## src/logic/kwd_pkg.sv

```systemverilog
// Constants shared by the key wake-up detector modules
package kwd_pkg;
  localparam int unsigned KWD_KEYS      = 14;             // Number of key inputs
  localparam int unsigned KWD_SYNC_BITS = KWD_KEYS + 1;   // Keys plus low-speed clock
  localparam int unsigned KWD_AW        = 32;             // Register address width
  localparam int unsigned KWD_DW        = 8;              // Register data width

  // Register offsets, as printed (byte addresses on the plain port)
  localparam logic [31:0] KWD_SET_FIRST = 32'hfffff360;   // Key setting register, key 0
  localparam logic [31:0] KWD_SET_LAST  = 32'hfffff36d;   // Key setting register, key 13
  localparam logic [31:0] KWD_PU_CTRL   = 32'hfffff371;   // Pull-up control register
  localparam logic [31:0] KWD_CLR       = 32'hfffff372;   // Key request clear register
  localparam logic [31:0] KWD_STATUS    = 32'hfffff374;   // Sticky event status
  localparam logic [31:0] KWD_MASK      = 32'hfffff375;   // Event mask
  localparam logic [31:0] KWD_REQ_STAT  = 32'hfffff376;   // Live request and pull-up window state

  // Key setting register fields
  localparam int unsigned KWD_EN_BIT    = 0;              // Use enable
  localparam int unsigned KWD_COND_LSB  = 4;              // Active condition, bits 5:4
  localparam logic [1:0]  KWD_COND_RST  = 2'h2;           // Condition after reset
  localparam logic        KWD_EN_RST    = 1'h0;           // Use enable after reset

  // Pull-up control register fields
  localparam int unsigned KWD_PE_BIT    = 0;              // Global pull-up enable
  localparam int unsigned KWD_DPE_BIT   = 1;              // Pulsed pull-up select
  localparam int unsigned KWD_T1_LSB    = 2;              // Pulse width select, bits 3:2
  localparam int unsigned KWD_T2_LSB    = 4;              // Pulse interval select, bits 5:4
  localparam logic [7:0]  KWD_PU_RST    = 8'h00;          // Pull-up control after reset
  localparam logic [7:0]  KWD_PU_WMASK  = 8'h3f;          // Bit 7 and 6 kept at zero

  // Clear code and status layout
  localparam logic [3:0]  KWD_CLR_CODE  = 4'ha;           // Pattern that clears requests
  localparam int unsigned KWD_EV_KEY    = 0;              // Key request raised
  localparam int unsigned KWD_EV_PULSE  = 1;              // Pull-up pulse started
  localparam int unsigned KWD_EV_W      = 2;              // Number of event bits
  localparam logic [1:0]  KWD_EV_RST    = 2'h0;           // Status and mask after reset

  // Dynamic pull-up timing, in low-speed clock cycles
  localparam logic [9:0]  KWD_T1_BASE   = 10'h004;        // Shortest pulse width, 4 cycles
  localparam logic [10:0] KWD_T2_BASE   = 11'h080;        // Shortest interval, 128 cycles
  localparam logic [9:0]  KWD_CNT_RST   = 10'h000;        // Interval counter after reset

  // Condition encodings
  typedef enum logic [1:0] {
    KWD_LOW  = 2'b00,
    KWD_HIGH = 2'b01,
    KWD_FALL = 2'b10,
    KWD_RISE = 2'b11
  } kwd_cond_e;
endpackage

```

## src/logic/kwd_timer_if.sv

```systemverilog
// Signals between the key detector core and its pull-up pulse timer
`timescale 1ns/1ps
interface kwd_timer_if;
  logic       fs_tick;     // One cycle per low-speed clock rising edge
  logic       run;         // Pulsed mode active
  logic [1:0] width_sel;   // Pulse width select
  logic [1:0] interval_sel;// Pulse interval select
  logic       pulse_on;    // Pull-up window open
  logic       pulse_start; // First cycle of a window
  logic       sample;      // Sampling instant inside the window

  modport core  (output fs_tick, run, width_sel, interval_sel,
                 input pulse_on, pulse_start, sample);
  modport timer (input fs_tick, run, width_sel, interval_sel,
                 output pulse_on, pulse_start, sample);
endinterface // kwd_timer_if

```

## src/logic/kwd_detector.sv

```systemverilog
// Key wake-up detector: registers, detection, request and pull-up control
`timescale 1ns/1ps

module kwd_detector (
  input  wire logic                      clock,
  input  wire logic                      nrst,
  input  wire logic [kwd_pkg::KWD_KEYS-1:0] key_in,
  input  wire logic                      low_speed_clock,
  input  wire logic [kwd_pkg::KWD_AW-1:0] addr,
  input  wire logic [kwd_pkg::KWD_DW-1:0] wdata,
  input  wire logic                      wr,
  input  wire logic                      rd,
  output logic      [kwd_pkg::KWD_DW-1:0] rdata,
  output logic                           key_request,
  output logic                           intr_request,
  output logic                           irq,
  output logic      [kwd_pkg::KWD_KEYS-1:0] pullup_on
);
  import kwd_pkg::*;

  // Overview of the data flow through this block:
  // Key pins and the low-speed clock pin enter through one synchroniser bank,
  // so every key level and every low-speed tick share the same latency.
  // Each key compares its filtered level against its own active condition.
  // Hits of enabled keys are merged into one sticky request register.
  // The request stays set until a clear write with no new hit beside it.
  // A hit in the clearing cycle wins, so no detection is ever lost.
  // The pull-up drive is shared: one global enable, gated per key by use.
  // In pulsed mode a small timer opens a window at the start of each
  // interval, and keys are only judged at the last cycle of that window.
  // Outside the window the pins may float, so levels are held, not watched.
  //
  // Hazards that the structure below avoids:
  // A floating pin toggles quickly; the agreement filter holds its last level
  // instead of passing noise, which keeps the edge reference stable.
  // The edge reference follows every cycle in static mode, but only at the
  // sampling instants in pulsed mode, so an edge between samples still counts.
  // Level conditions are ignored in pulsed mode: a level seen only while the
  // pull-up is off would be meaningless.
  // With the low-speed clock stopped no tick arrives, the timer never
  // reaches its sampling instant, and no key is detected in pulsed mode.
  // Users must start that clock before selecting pulsed mode.

  // Configuration state
  logic [KWD_KEYS-1:0]   use_en;          // Per-key use enable
  logic [1:0]            cond [KWD_KEYS]; // Per-key active condition
  logic [7:0]            pu_ctrl;         // Pull-up control register
  logic [KWD_EV_W-1:0]   status;          // Sticky events
  logic [KWD_EV_W-1:0]   mask;            // Event mask
  logic                  req;             // Merged key request
  logic [KWD_KEYS-1:0]   prev;            // Last compared key levels
  logic [KWD_KEYS-1:0]   next_use_en;
  logic [1:0]            next_cond [KWD_KEYS];
  logic [7:0]            next_pu_ctrl;
  logic [KWD_EV_W-1:0]   next_status;
  logic [KWD_EV_W-1:0]   next_mask;
  logic                  next_req;
  logic [KWD_KEYS-1:0]   next_prev;
  logic [KWD_DW-1:0]     next_rdata;
  logic [KWD_KEYS-1:0]   next_pullup_on;
  logic                  fs_prev;         // Last filtered low-speed clock
  logic                  next_fs_prev;

  // Synchronised pins
  logic [KWD_SYNC_BITS-1:0] sync_lvl;     // Keys in low bits, clock on top
  logic [KWD_KEYS-1:0]      key_lvl;      // Filtered key levels
  logic                     fs_lvl;       // Filtered low-speed clock

  // Decode helpers
  logic                  pe;              // Global pull-up enable
  logic                  pulsed_pullup_select;             // Pulsed pull-up select
  logic                  set_hit;         // Address in key setting range
  logic [3:0]            set_idx;         // Key index of a setting access
  logic [KWD_KEYS-1:0]   hit;             // Per-key detection this cycle
  logic                  any_hit;         // Merged detection
  logic                  clr_req;         // Valid clear write

  kwd_timer_if tif ();

  // Pins cross into the clock domain.
  // The low-speed clock rides on the top lane of the same bank, so a tick
  // and the key levels it gates are always aligned in time.
  // Latency from pin to filtered level is a few system cycles; the user
  // sees this as a short delay between a key change and the request.
  // The bank is reset with the block, so all lanes start low; a key held
  // high at reset is therefore seen high only after the stages fill.
  // Pins at their pulled-up idle level show one rising step after reset;
  // it cannot raise the request since every use enable is clear by then.
  kwd_sync #(
    .W (KWD_SYNC_BITS)
  ) u_sync (
    .clock    (clock),
    .nrst     (nrst),
    .async_in ({low_speed_clock, key_in}),
    .level    (sync_lvl)
  );

  kwd_pulse_timer u_timer (
    .clock (clock),
    .nrst  (nrst),
    .tif   (tif.timer)
  );

  assign key_lvl          = sync_lvl[KWD_KEYS-1:0];
  assign fs_lvl           = sync_lvl[KWD_KEYS];
  assign pe               = pu_ctrl[KWD_PE_BIT];
  assign pulsed_pullup_select              = pu_ctrl[KWD_DPE_BIT];
  assign set_hit          = (addr >= KWD_SET_FIRST) && (addr <= KWD_SET_LAST);
  assign set_idx          = 4'(addr - KWD_SET_FIRST);
  // Timer runs on low-speed clock edges; with that clock stopped nothing is sampled
  assign tif.fs_tick      = fs_lvl && !fs_prev;
  assign tif.run          = pe && pulsed_pullup_select;
  assign tif.width_sel    = pu_ctrl[KWD_T1_LSB +: 2];
  assign tif.interval_sel = pu_ctrl[KWD_T2_LSB +: 2];
  assign clr_req          = wr && (addr == KWD_CLR) && (wdata[3:0] == KWD_CLR_CODE);

  // Per-key detection against the selected condition.
  // One lane per key, each a pure function of its filtered level, its edge
  // reference, its condition, the pulsed-mode run flag and the timer's sampling instant.
  // The use enable gates only the result, so a key that is turned on later
  // already has a valid edge reference and cannot see a false edge.
  // Conditions outside the four codes cannot occur; the static default branch only
  // keeps the logic free of latches, while the pulsed one also rejects the level codes.
  // Each lane is cheap: two compares and a small multiplexer.
  genvar k;
  generate
    for (k = 0; k < KWD_KEYS; k++) begin : g_key
      logic det;                          // Condition met for this key
      always_comb begin
        det = 1'b0;
        if (tif.run) begin
          // Edges between successive window samples; levels unsupported
          if (tif.sample) begin
            case (kwd_cond_e'(cond[k]))
              KWD_FALL: det = prev[k] && !key_lvl[k];
              KWD_RISE: det = !prev[k] && key_lvl[k];
              default:  det = 1'b0;
            endcase
          end
        end else begin
          // Continuous watch in static or no pull-up mode
          case (kwd_cond_e'(cond[k]))
            KWD_LOW:  det = !key_lvl[k];
            KWD_HIGH: det = key_lvl[k];
            KWD_FALL: det = prev[k] && !key_lvl[k];
            KWD_RISE: det = !prev[k] && key_lvl[k];
            default:  det = 1'b0;
          endcase
        end
      end
      assign hit[k] = det && use_en[k];
    end
  endgenerate

  assign any_hit = |hit;

  // Next values of configuration, request, events and read data.
  // Writes and reads decode one address map, the clear place write-only and the request status read-only; unmapped places are
  // ignored on write and read back as zero.
  // The clear write compares the low nibble only, so upper bits are free.
  // Event bits are sticky; a one written to a status bit clears it, but an
  // event in the same cycle sets it again, because a lost event is worse
  // than a repeated one.
  // Read data are built here and registered, so they stand one cycle only.
  always_comb begin
    next_use_en  = use_en;
    next_cond    = cond;
    next_pu_ctrl = pu_ctrl;
    next_mask    = mask;
    next_status  = status;
    next_req     = req;
    next_rdata   = '0;
    next_fs_prev = fs_lvl;
    next_prev    = prev;
    // Edge reference follows every cycle, or only at samples when pulsed
    if (!tif.run || tif.sample) begin
      next_prev = key_lvl;
    end
    // Register writes
    if (wr) begin
      if (set_hit) begin
        next_use_en[set_idx] = wdata[KWD_EN_BIT];
        next_cond[set_idx]   = wdata[KWD_COND_LSB +: 2];
      end else if (addr == KWD_PU_CTRL) begin
        next_pu_ctrl = wdata & KWD_PU_WMASK;
      end else if (addr == KWD_STATUS) begin
        next_status = status & ~wdata[KWD_EV_W-1:0]; // Write one to clear
      end else if (addr == KWD_MASK) begin
        next_mask = wdata[KWD_EV_W-1:0];
      end
    end
    // Clear drops all pending detections at once
    if (clr_req) begin
      next_req = 1'b0;
    end
    // A detection in the clearing cycle still raises the request
    if (any_hit) begin
      next_req = 1'b1;
    end
    // Events set after any clear so the set wins
    if (any_hit && !req) begin
      next_status[KWD_EV_KEY] = 1'b1;
    end
    if (tif.pulse_start) begin
      next_status[KWD_EV_PULSE] = 1'b1;
    end
    // Register reads, answered the next cycle
    if (rd) begin
      if (set_hit) begin
        next_rdata[KWD_EN_BIT]         = use_en[set_idx];
        next_rdata[KWD_COND_LSB +: 2]  = cond[set_idx];
      end else if (addr == KWD_PU_CTRL) begin
        next_rdata = pu_ctrl;
      end else if (addr == KWD_STATUS) begin
        next_rdata[KWD_EV_W-1:0] = status;
      end else if (addr == KWD_MASK) begin
        next_rdata[KWD_EV_W-1:0] = mask;
      end else if (addr == KWD_REQ_STAT) begin
        next_rdata[0] = req;
        next_rdata[1] = tif.pulse_on;
      end
    end
  end

  // Shared pull-up drive, gated per key by its use enable
  always_comb begin
    for (int i = 0; i < KWD_KEYS; i++) begin
      next_pullup_on[i] = pe && use_en[i] && (!pulsed_pullup_select || tif.pulse_on);
    end
  end

  // Register all state.
  // Synchronous reset returns every configuration field to its documented
  // value: conditions to falling edge, enables and pull-ups off.
  // Pull-ups off at reset keep the pins from drawing current until
  // software has chosen which keys are in use.
  always_ff @(posedge clock) begin
    if (!nrst) begin
      use_en    <= '0;
      for (int i = 0; i < KWD_KEYS; i++) begin
        cond[i] <= KWD_COND_RST;
      end
      pu_ctrl   <= KWD_PU_RST;
      status    <= KWD_EV_RST;
      mask      <= KWD_EV_RST;
      req       <= 1'b0;
      prev      <= '0;
      fs_prev   <= 1'b0;
      rdata     <= '0;
      pullup_on <= '0;
    end else begin
      use_en    <= next_use_en;
      cond      <= next_cond;
      pu_ctrl   <= next_pu_ctrl;
      status    <= next_status;
      mask      <= next_mask;
      req       <= next_req;
      prev      <= next_prev;
      fs_prev   <= next_fs_prev;
      rdata     <= next_rdata;
      pullup_on <= next_pullup_on;
    end
  end

  // Active-high request to standby logic and interrupt controller
  assign key_request  = req;
  assign intr_request = req;
  assign irq          = |(status & mask);
endmodule // kwd_detector

```

## src/logic/kwd_sync.sv

```systemverilog
// Three-stage input synchroniser with agreement filter, one lane per bit
`timescale 1ns/1ps
module kwd_sync #(
  parameter int unsigned W = 1
) (
  input  wire logic         clock,
  input  wire logic         nrst,
  input  wire logic [W-1:0] async_in,
  output logic      [W-1:0] level
);
  import kwd_pkg::*;

  genvar g;
  generate
    for (g = 0; g < W; g++) begin : g_lane
      logic s1, s2, s3, lvl;      // Stages and filtered level
      logic next_lvl;             // Filtered level to come
      // Level moves only once stages two and three agree
      always_comb begin
        next_lvl = lvl;
        if (s2 == s3) begin
          next_lvl = s3;
        end
      end
      always_ff @(posedge clock) begin
        if (!nrst) begin
          s1  <= 1'b0;
          s2  <= 1'b0;
          s3  <= 1'b0;
          lvl <= 1'b0;
        end else begin
          s1  <= async_in[g];
          s2  <= s1;
          s3  <= s2;
          lvl <= next_lvl;
        end
      end
      assign level[g] = lvl;
    end
  endgenerate
endmodule // kwd_sync

```

## src/logic/kwd_pulse_timer.sv

```systemverilog
// Interval counter in low-speed clock cycles for pulsed pull-ups
`timescale 1ns/1ps
module kwd_pulse_timer (
  input wire logic clock,
  input wire logic nrst,
  kwd_timer_if.timer tif
);
  import kwd_pkg::*;

  logic [9:0] cnt;         // Low-speed cycles since window start
  logic [9:0] next_cnt;
  logic       next_start;
  logic       next_sample;
  logic [9:0] width;       // Pulse width in low-speed cycles
  logic [9:0] last;        // Final count of an interval

  // Counter restarts each interval; window is its first cycles
  always_comb begin
    width       = KWD_T1_BASE << tif.width_sel;
    last        = 10'((KWD_T2_BASE << tif.interval_sel) - 11'h001);
    next_cnt    = cnt;
    next_start  = 1'b0;
    next_sample = 1'b0;
    if (!tif.run) begin
      next_cnt = KWD_CNT_RST;                  // Idle: hold at window start
    end else if (tif.fs_tick) begin
      next_cnt    = (cnt == last) ? KWD_CNT_RST : cnt + 10'h001;
      next_start  = (cnt == last);
      next_sample = (next_cnt == width - 10'h001); // Last cycle of the window
    end
  end

  always_ff @(posedge clock) begin
    if (!nrst) begin
      cnt             <= KWD_CNT_RST;
      tif.pulse_start <= 1'b0;
      tif.sample      <= 1'b0;
    end else begin
      cnt             <= next_cnt;
      tif.pulse_start <= next_start;
      tif.sample      <= next_sample;
    end
  end

  // Window open during the first width cycles of each interval
  assign tif.pulse_on = tif.run && (cnt < width);
endmodule // kwd_pulse_timer

```

## config.mk

```make
export PLATFORM = sky130hd
export DESIGN_NAME = kwd_detector
export DESIGN_NICKNAME = d
export VERILOG_FILES = /design/src/logic/kwd_pkg.sv /design/src/logic/kwd_timer_if.sv /design/src/logic/kwd_detector.sv /design/src/logic/kwd_sync.sv /design/src/logic/kwd_pulse_timer.sv
export SDC_FILE = /design/constraint.sdc
export NUM_CORES = 1
export LEC_CHECK = 0
export BUFFER_PORTS_ARGS = -buffer_cell sky130_fd_sc_hd__buf_2
export CORE_MARGIN = 2
export CORE_UTILIZATION = 55
export CTS_CLUSTER_DIAMETER = 60
export DETAILED_ROUTE_END_ITERATION = 10
export PLACE_DENSITY = 0.81
export SETUP_SLACK_MARGIN = 0.3
export SLEW_MARGIN = 15
export SYNTH_ARGS = -nofsm -noshare
export SYNTH_HDL_FRONTEND = slang
export SYNTH_SLANG_ARGS = --single-unit
```

## constraint.sdc

```tcl
create_clock -name clock -period 2.7 [get_ports clock]
set_input_delay 0.405 -clock clock [delete_from_list [all_inputs] [get_ports clock]]
set_output_delay 0.405 -clock clock [all_outputs]
set_load 0.01 [all_outputs]
```

* After elaboration in Yosys (flattened, before gate mapping)
Index checks and enable logic that the tools add are counted.
Widths: inputs -> output; s select.
** Operators by class
- Reduce and logical (&&, ||, !) cells :: 144
- Muxes and demuxes :: 83
- Bitwise logic cells :: 9
- Equal/unequal tests :: 69
- Order comparisons :: 7
- Shift operators :: 2
- Add/sub/neg operators :: 4
** Operators by type and width (count)
- $eq 32x32->1 const B :: 5
- $logic_and 1x1->1 :: 79
- $eq 2x2->1 const B :: 28
- $pmux 1 s4 :: 14
- $mux 1 :: 35
- $ge 32x32->1 const B :: 1
- $le 32x32->1 const B :: 1
- $logic_not 1->1 :: 32
- $bwmux 28 :: 1
- $eq 2x1->1 const B :: 14
- $logic_not 2->1 :: 14
- $pmux 1 s2 :: 14
- $mux 2 :: 12
- $eq 10x10->1 :: 2
- $sub 10x1->10 const B :: 2
- $eq 1x1->1 :: 15
- $bwmux 14 :: 1
- $reduce_or 14->1 :: 1
- $add 10x1->10 const B :: 1
- $lt 10x10->1 :: 1
- $mux 10 :: 1
- $reduce_bool 2->1 :: 5
- $shl 3x2->10 const A :: 1
- $shl 8x2->10 const A :: 1
- 24 further kinds :: 37
** Storage, ports and cells
- Output and inout port bits :: 25
- Word-level logic and storage cells :: 407
- Bits of input ports :: 59
- Bits in registers :: 160

* Depth between registers and ports, before layout
- Depth after elaboration :: 10
- Gate-level depth with buffers :: 10
- Mapped depth without buffers :: 8

* Cells and area by module
Synthesis repeated with hierarchy kept, for this count alone.
** Second synthesis, totals
- Cells, all modules :: 781
- Area total of the unflattened synthesis :: 7309.5 µm²
** Modules (own cells, without submodules)
- kwd_detector :: instances 1, seq. area each 1761.7 µm², area an instance 4479.3 µm², cells each 486
- kwd_sync :: instances 1, seq. area each 1201.2 µm², area an instance 1874.3 µm², cells each 171
- kwd_pulse_timer :: instances 1, seq. area each 240.2 µm², area an instance 955.9 µm², cells each 124

* Worst setup path before layout
Ideal clock, no wire load.
- Path kind :: input-to-reg
- Start point :: input addr[13] (netlist bit)
- End point :: register use_en[10]
- Path buffers :: 0
- Data arrival time :: 2253 ps
- Path slack :: 373 ps
- Library setup time :: 73 ps
- Required time :: 2627 ps
- Cell stages on the path :: 6
- Cells stage by stage :: nand4_1 -> or4_4 -> a2111oi_4 -> nand4b_2 -> nor2_2 -> mux2i_1
** Between the ends
- Longest elaborated chain between the ends :: 3
- Elaborated cells between the ends (all ways) :: 4
- Those cells by class :: 2 x order compare; 2 x reduce/logical
** RTL lines
- start: declaration :: RTL line kwd_detector.sv:9 : input wire logic [kwd_pkg::KWD_AW-1:0] addr,
- $ge 32x32->1 / $le 32x32->1 (equally long branches) :: RTL line kwd_detector.sv:108 : assign set_hit = (addr >= KWD_SET_FIRST) && (addr <= KWD_SET_LAST);
- $logic_and 1x1->1 * :: RTL line kwd_detector.sv:108
- $reduce_and 2->1 (no source line) *
- end signal: assignment :: RTL line kwd_detector.sv:252 : use_en <= next_use_en;
- end: declaration :: RTL line kwd_detector.sv:45 : logic [KWD_KEYS-1:0] use_en;
Every way passes the cells marked *; elsewhere a longest branch is shown, timed or not.
A chain may end at the register's enable or synchronous reset.

* Final worst setup path
- Start point :: register pu_ctrl[1]
- End point :: register status[0]
** Between the ends
- Longest elaborated chain between the ends :: 7
- Elaborated cells between the ends (all ways) :: 37
- Those cells by class :: 2 x eq/ne; 15 x mux; 20 x reduce/logical
** RTL lines
- start: declaration :: RTL line kwd_detector.sv:47 : logic [7:0] pu_ctrl;
- start signal: assignment :: RTL line kwd_detector.sv:254 : pu_ctrl <= next_pu_ctrl;
- $logic_and 1x1->1 * :: RTL line kwd_detector.sv:112 : assign tif.run = pe && pulsed_pullup_select;
- $mux 1 :: RTL line kwd_detector.sv:131 : if (tif.run) begin
- $logic_and 1x1->1 :: RTL line kwd_detector.sv:151 : assign hit[k] = det && use_en[k];
- $reduce_or 14->1 * :: RTL line kwd_detector.sv:155 : assign any_hit = |hit;
- $logic_and 1x1->1 * :: RTL line kwd_detector.sv:201 : if (any_hit && !req) begin
- $ne 2x1->1 (no source line) / $reduce_bool 2->1 (equally long branches)
- $reduce_and 4->1 (no source line)
- end signal: assignment :: RTL line kwd_detector.sv:255 : status <= next_status;
- end: declaration :: RTL line kwd_detector.sv:48 : logic [KWD_EV_W-1:0] status;
Marked as above.

==> results.cfg <==
[die]
ioPinCount = 84
dieArea_um2 = 13600
start_util_pct = 55.8
rows = 41
die_x_um = 116
core_um2 = 12500
fp.dieH_um = 116

[route]
drt_wl_total_mm = 15.4
ant_nets = 0
firstDrtPassIters = 5
route.detailed.drc = 0
drt_iter0_drc = 431
dr_total_vias = 5540
drt-vias-per-instance = 5.57
wl_per_cell_um = 15.4

[global_route]
grt_first_pass_wirelength_mm = 24.7
grt_pass1_vias = 5220
grt_usage_pct = 23.6
grt.overflow.total = 0
grt_max_degree = 73
antenna_found_initial = 0

[sta]
period_minus_slack_ns = 2.27
finalSetupTns_ns = 0
skew_ns = 0.00642
hold_viol = 0
setup_viol = 0
max_freq_mhz = 440
worstMarginPinSlew_ns = 0.817
hold_slack_ns = 0.180
max_slew_margin_pct = 45.3
fin_crit_sh_pct = 84.3
maxSlewViolCount = 0
rsz0062_at_grt = no

[synthesis]
syn_area_um2 = 6960
avgSynthCellArea_um2 = 9.39
synthAdderAreaFrac_pct = 1.08
yosysSeqAreaShare_pct = 46.0
ys.flop_type = dfxtp_1
yosys_warnings = 0
ys_types = 53
async_reset_ff_share_pct = 0
synth-edff-count = 0
synth-simple-area-share_pct = 23.1
synth_compound_area_share_pct = 12.4
synth_top_area_cell = dfxtp_1
yosysTopAreaCellShare_pct = 46.0
syn_inst = 741
synth_seq_cells = 160
synth-xor-area-share_pct = 4.03
yosys-mux-area-fraction_pct = 10.3
synth_top_family_by_area = simple AND/OR/NAND/NOR gates
synth_commonest_cells = 160 x dfxtp_1, 107 x nand2_1, 65 x and2_1
synthMostInstantiatedCell = dfxtp_1
synth.area.top_cells = dfxtp_1 46%, mux2i_1 6.8%, and2_1 5.8%

[clock_tree]
clockBufferDepth = 2
htreeDepth = 4
clk_latency_ns = 0.43
cts_tree = built
cts_root_buffer = clkbuf_16
postCtsSetupBuffers = 0
postCtsHoldBufs = 0
cts_resized = 0
cts_made_buffers = 17
clkTransAtPathRegs_ns = 0.06
clock-sinks = 160

[cells_and_area]
final_area_um2 = 8080
area_growth_pct = 16.1
fillers = 1021
final_nets = 875
drive_above_1_share_pct = 18.3
antenna_cells = 0

[setup_path]
cp_max_fo = 17
cp.arrival_ns = 2.58
crit_type = reg2reg
cp-start-kind = flip-flop
worstPathRequired_ns = 3.00
endpoint_kind = flip-flop

[power]
irDropWorstVdd_mv = 0.377
powerDensity_nw_per_um2 = 606
power.leakage_nw = 3.11

[outcome]
status = finished, final reports clean

[hold_path]
worstHoldPathType = in2reg

[placement]
gp_congestion = 0.842
port_buffers = 79
place_area_um2 = 7500
dp_hpwl_mm = 10.9

[run]
cap_violations = 0
==> cell families (layout without fill, tap and decap cells) <==
family                     after synthesis  count (layout)
and+or+nand+nor                        304             304
buffers and inverters                   51             132
DFF                                    160             160
other                                    1               2
muxes                                   60              60
xor gates and xnor gates                32              32
adders and majority gates                6               6
AOI/OAI and AO/OA                      127             127
==> sequential cells by signal (all words and copies together) (netlist names) <==
name,flops
rdata,6
u_sync.g_lane.lvl,15
intr_request,1
use_en,14
u_sync.g_lane.s1,15
u_timer.tif.pulse_start,1
status,2
u_timer.cnt,10
fs_prev,1
u_timer.tif.sample,1
u_sync.g_lane.s3,15
prev,14
pu_ctrl,6
mask,2
u_sync.g_lane.s2,15
pullup_on,14
cond,28
==> where the power goes <==
group	switching (mW)	leakage [nW]	internal [mW]
Sequential	0.0107	1.30	2.39
Clock	1.02	0.278	1.30
Combinational	0.0988	1.53	0.0790
Total	1.13	3.11	3.77
==> final timing paths <==
kind	start	to	slack (ns)	cells after the start
max	pu_ctrl[1]$_SDFFE_PN0P_	status[0]$_SDFFE_PN0P_	0.43	8
min	low_speed_clock	u_sync.g_lane[14].s1$_SDFF_PN0_	0.18	2
max reg2reg	pu_ctrl[1]$_SDFFE_PN0P_	status[0]$_SDFFE_PN0P_	0.43	8
min reg2reg	u_sync.g_lane[0].s1$_SDFF_PN0_	u_sync.g_lane[0].s2$_SDFF_PN0_	0.43	1
==> stage by stage <==
step / util [%] / power [mW] / setup slack (ns) / instances
5_1_grt: 64.8 / 5.05 / 0.313 / 995
2_1_floorplan: - / 2.55 / 0.373 / 742
6_report: 64.8 / 4.90 / 0.425 / 995
4_1_cts: 64.8 / 4.93 / 0.454 / 995
3_3_place_gp: 60.1 / 2.62 / 0.0921 / 963
3_5_place_dp: 60.1 / 2.63 / 0.0147 / 963
==> routing by layer <==
metal	wire length (um)	vias up	global-route usage, %	part of all wire, %
li1	-	2701	-	-
met1	6630	2570	29.4	43
met2	7130	222	37.7	46
met3	1130	47	5.14	7.3
met4	478	0	13.8	3.1
met5	0	-	0	0
==> placed cells by master (no fill, tap or decap), drive strengths merged, types with 2 or more instances in the layout <==
master      n
nor4        3
nor3       10
clkinv      3
conb        2
a211oi     12
nor2       17
nor2b      31
dfxtp     160
clkinvlp    3
inv        14
mux2        4
xor2        2
o21a        4
or4         3
or2         3
buf        94
o22ai       2
a21boi     35
or3         2
nand4b      3
nand3      26
a31oi       6
and3       10
nand2     107
nand4       7
a22o        4
nand2b     11
o21ai      25
clkbuf     17
and2       65
xnor2      30
ha          6
o211ai      5
o221ai      3
mux2i      47
a21oi      24
mux4        9
and4        3
==> critical path: stages (launching register included) <==
cell	delay (ns)
dfxtp_1	0.42
nand2_1	0.08
buf_4	0.20
a21oi_1	0.13
a211oi_1	0.08
or4_1	0.53
nor4bb_1	0.42
buf_4	0.20
o21ai_0	0.10
==> final cells by class <==
class                   instances  area [um^2]  area share, %
clock inverters                15          151           1.87
flip-flops and latches        160         3200           39.7
clock buffers                  17          425           5.27
multi-input cells             531         3550           43.9
repair buffers                 94          508           6.29
inverters                       6         22.5          0.279
well taps                     172          215           2.67
Power figures use the tool's default switching activity.
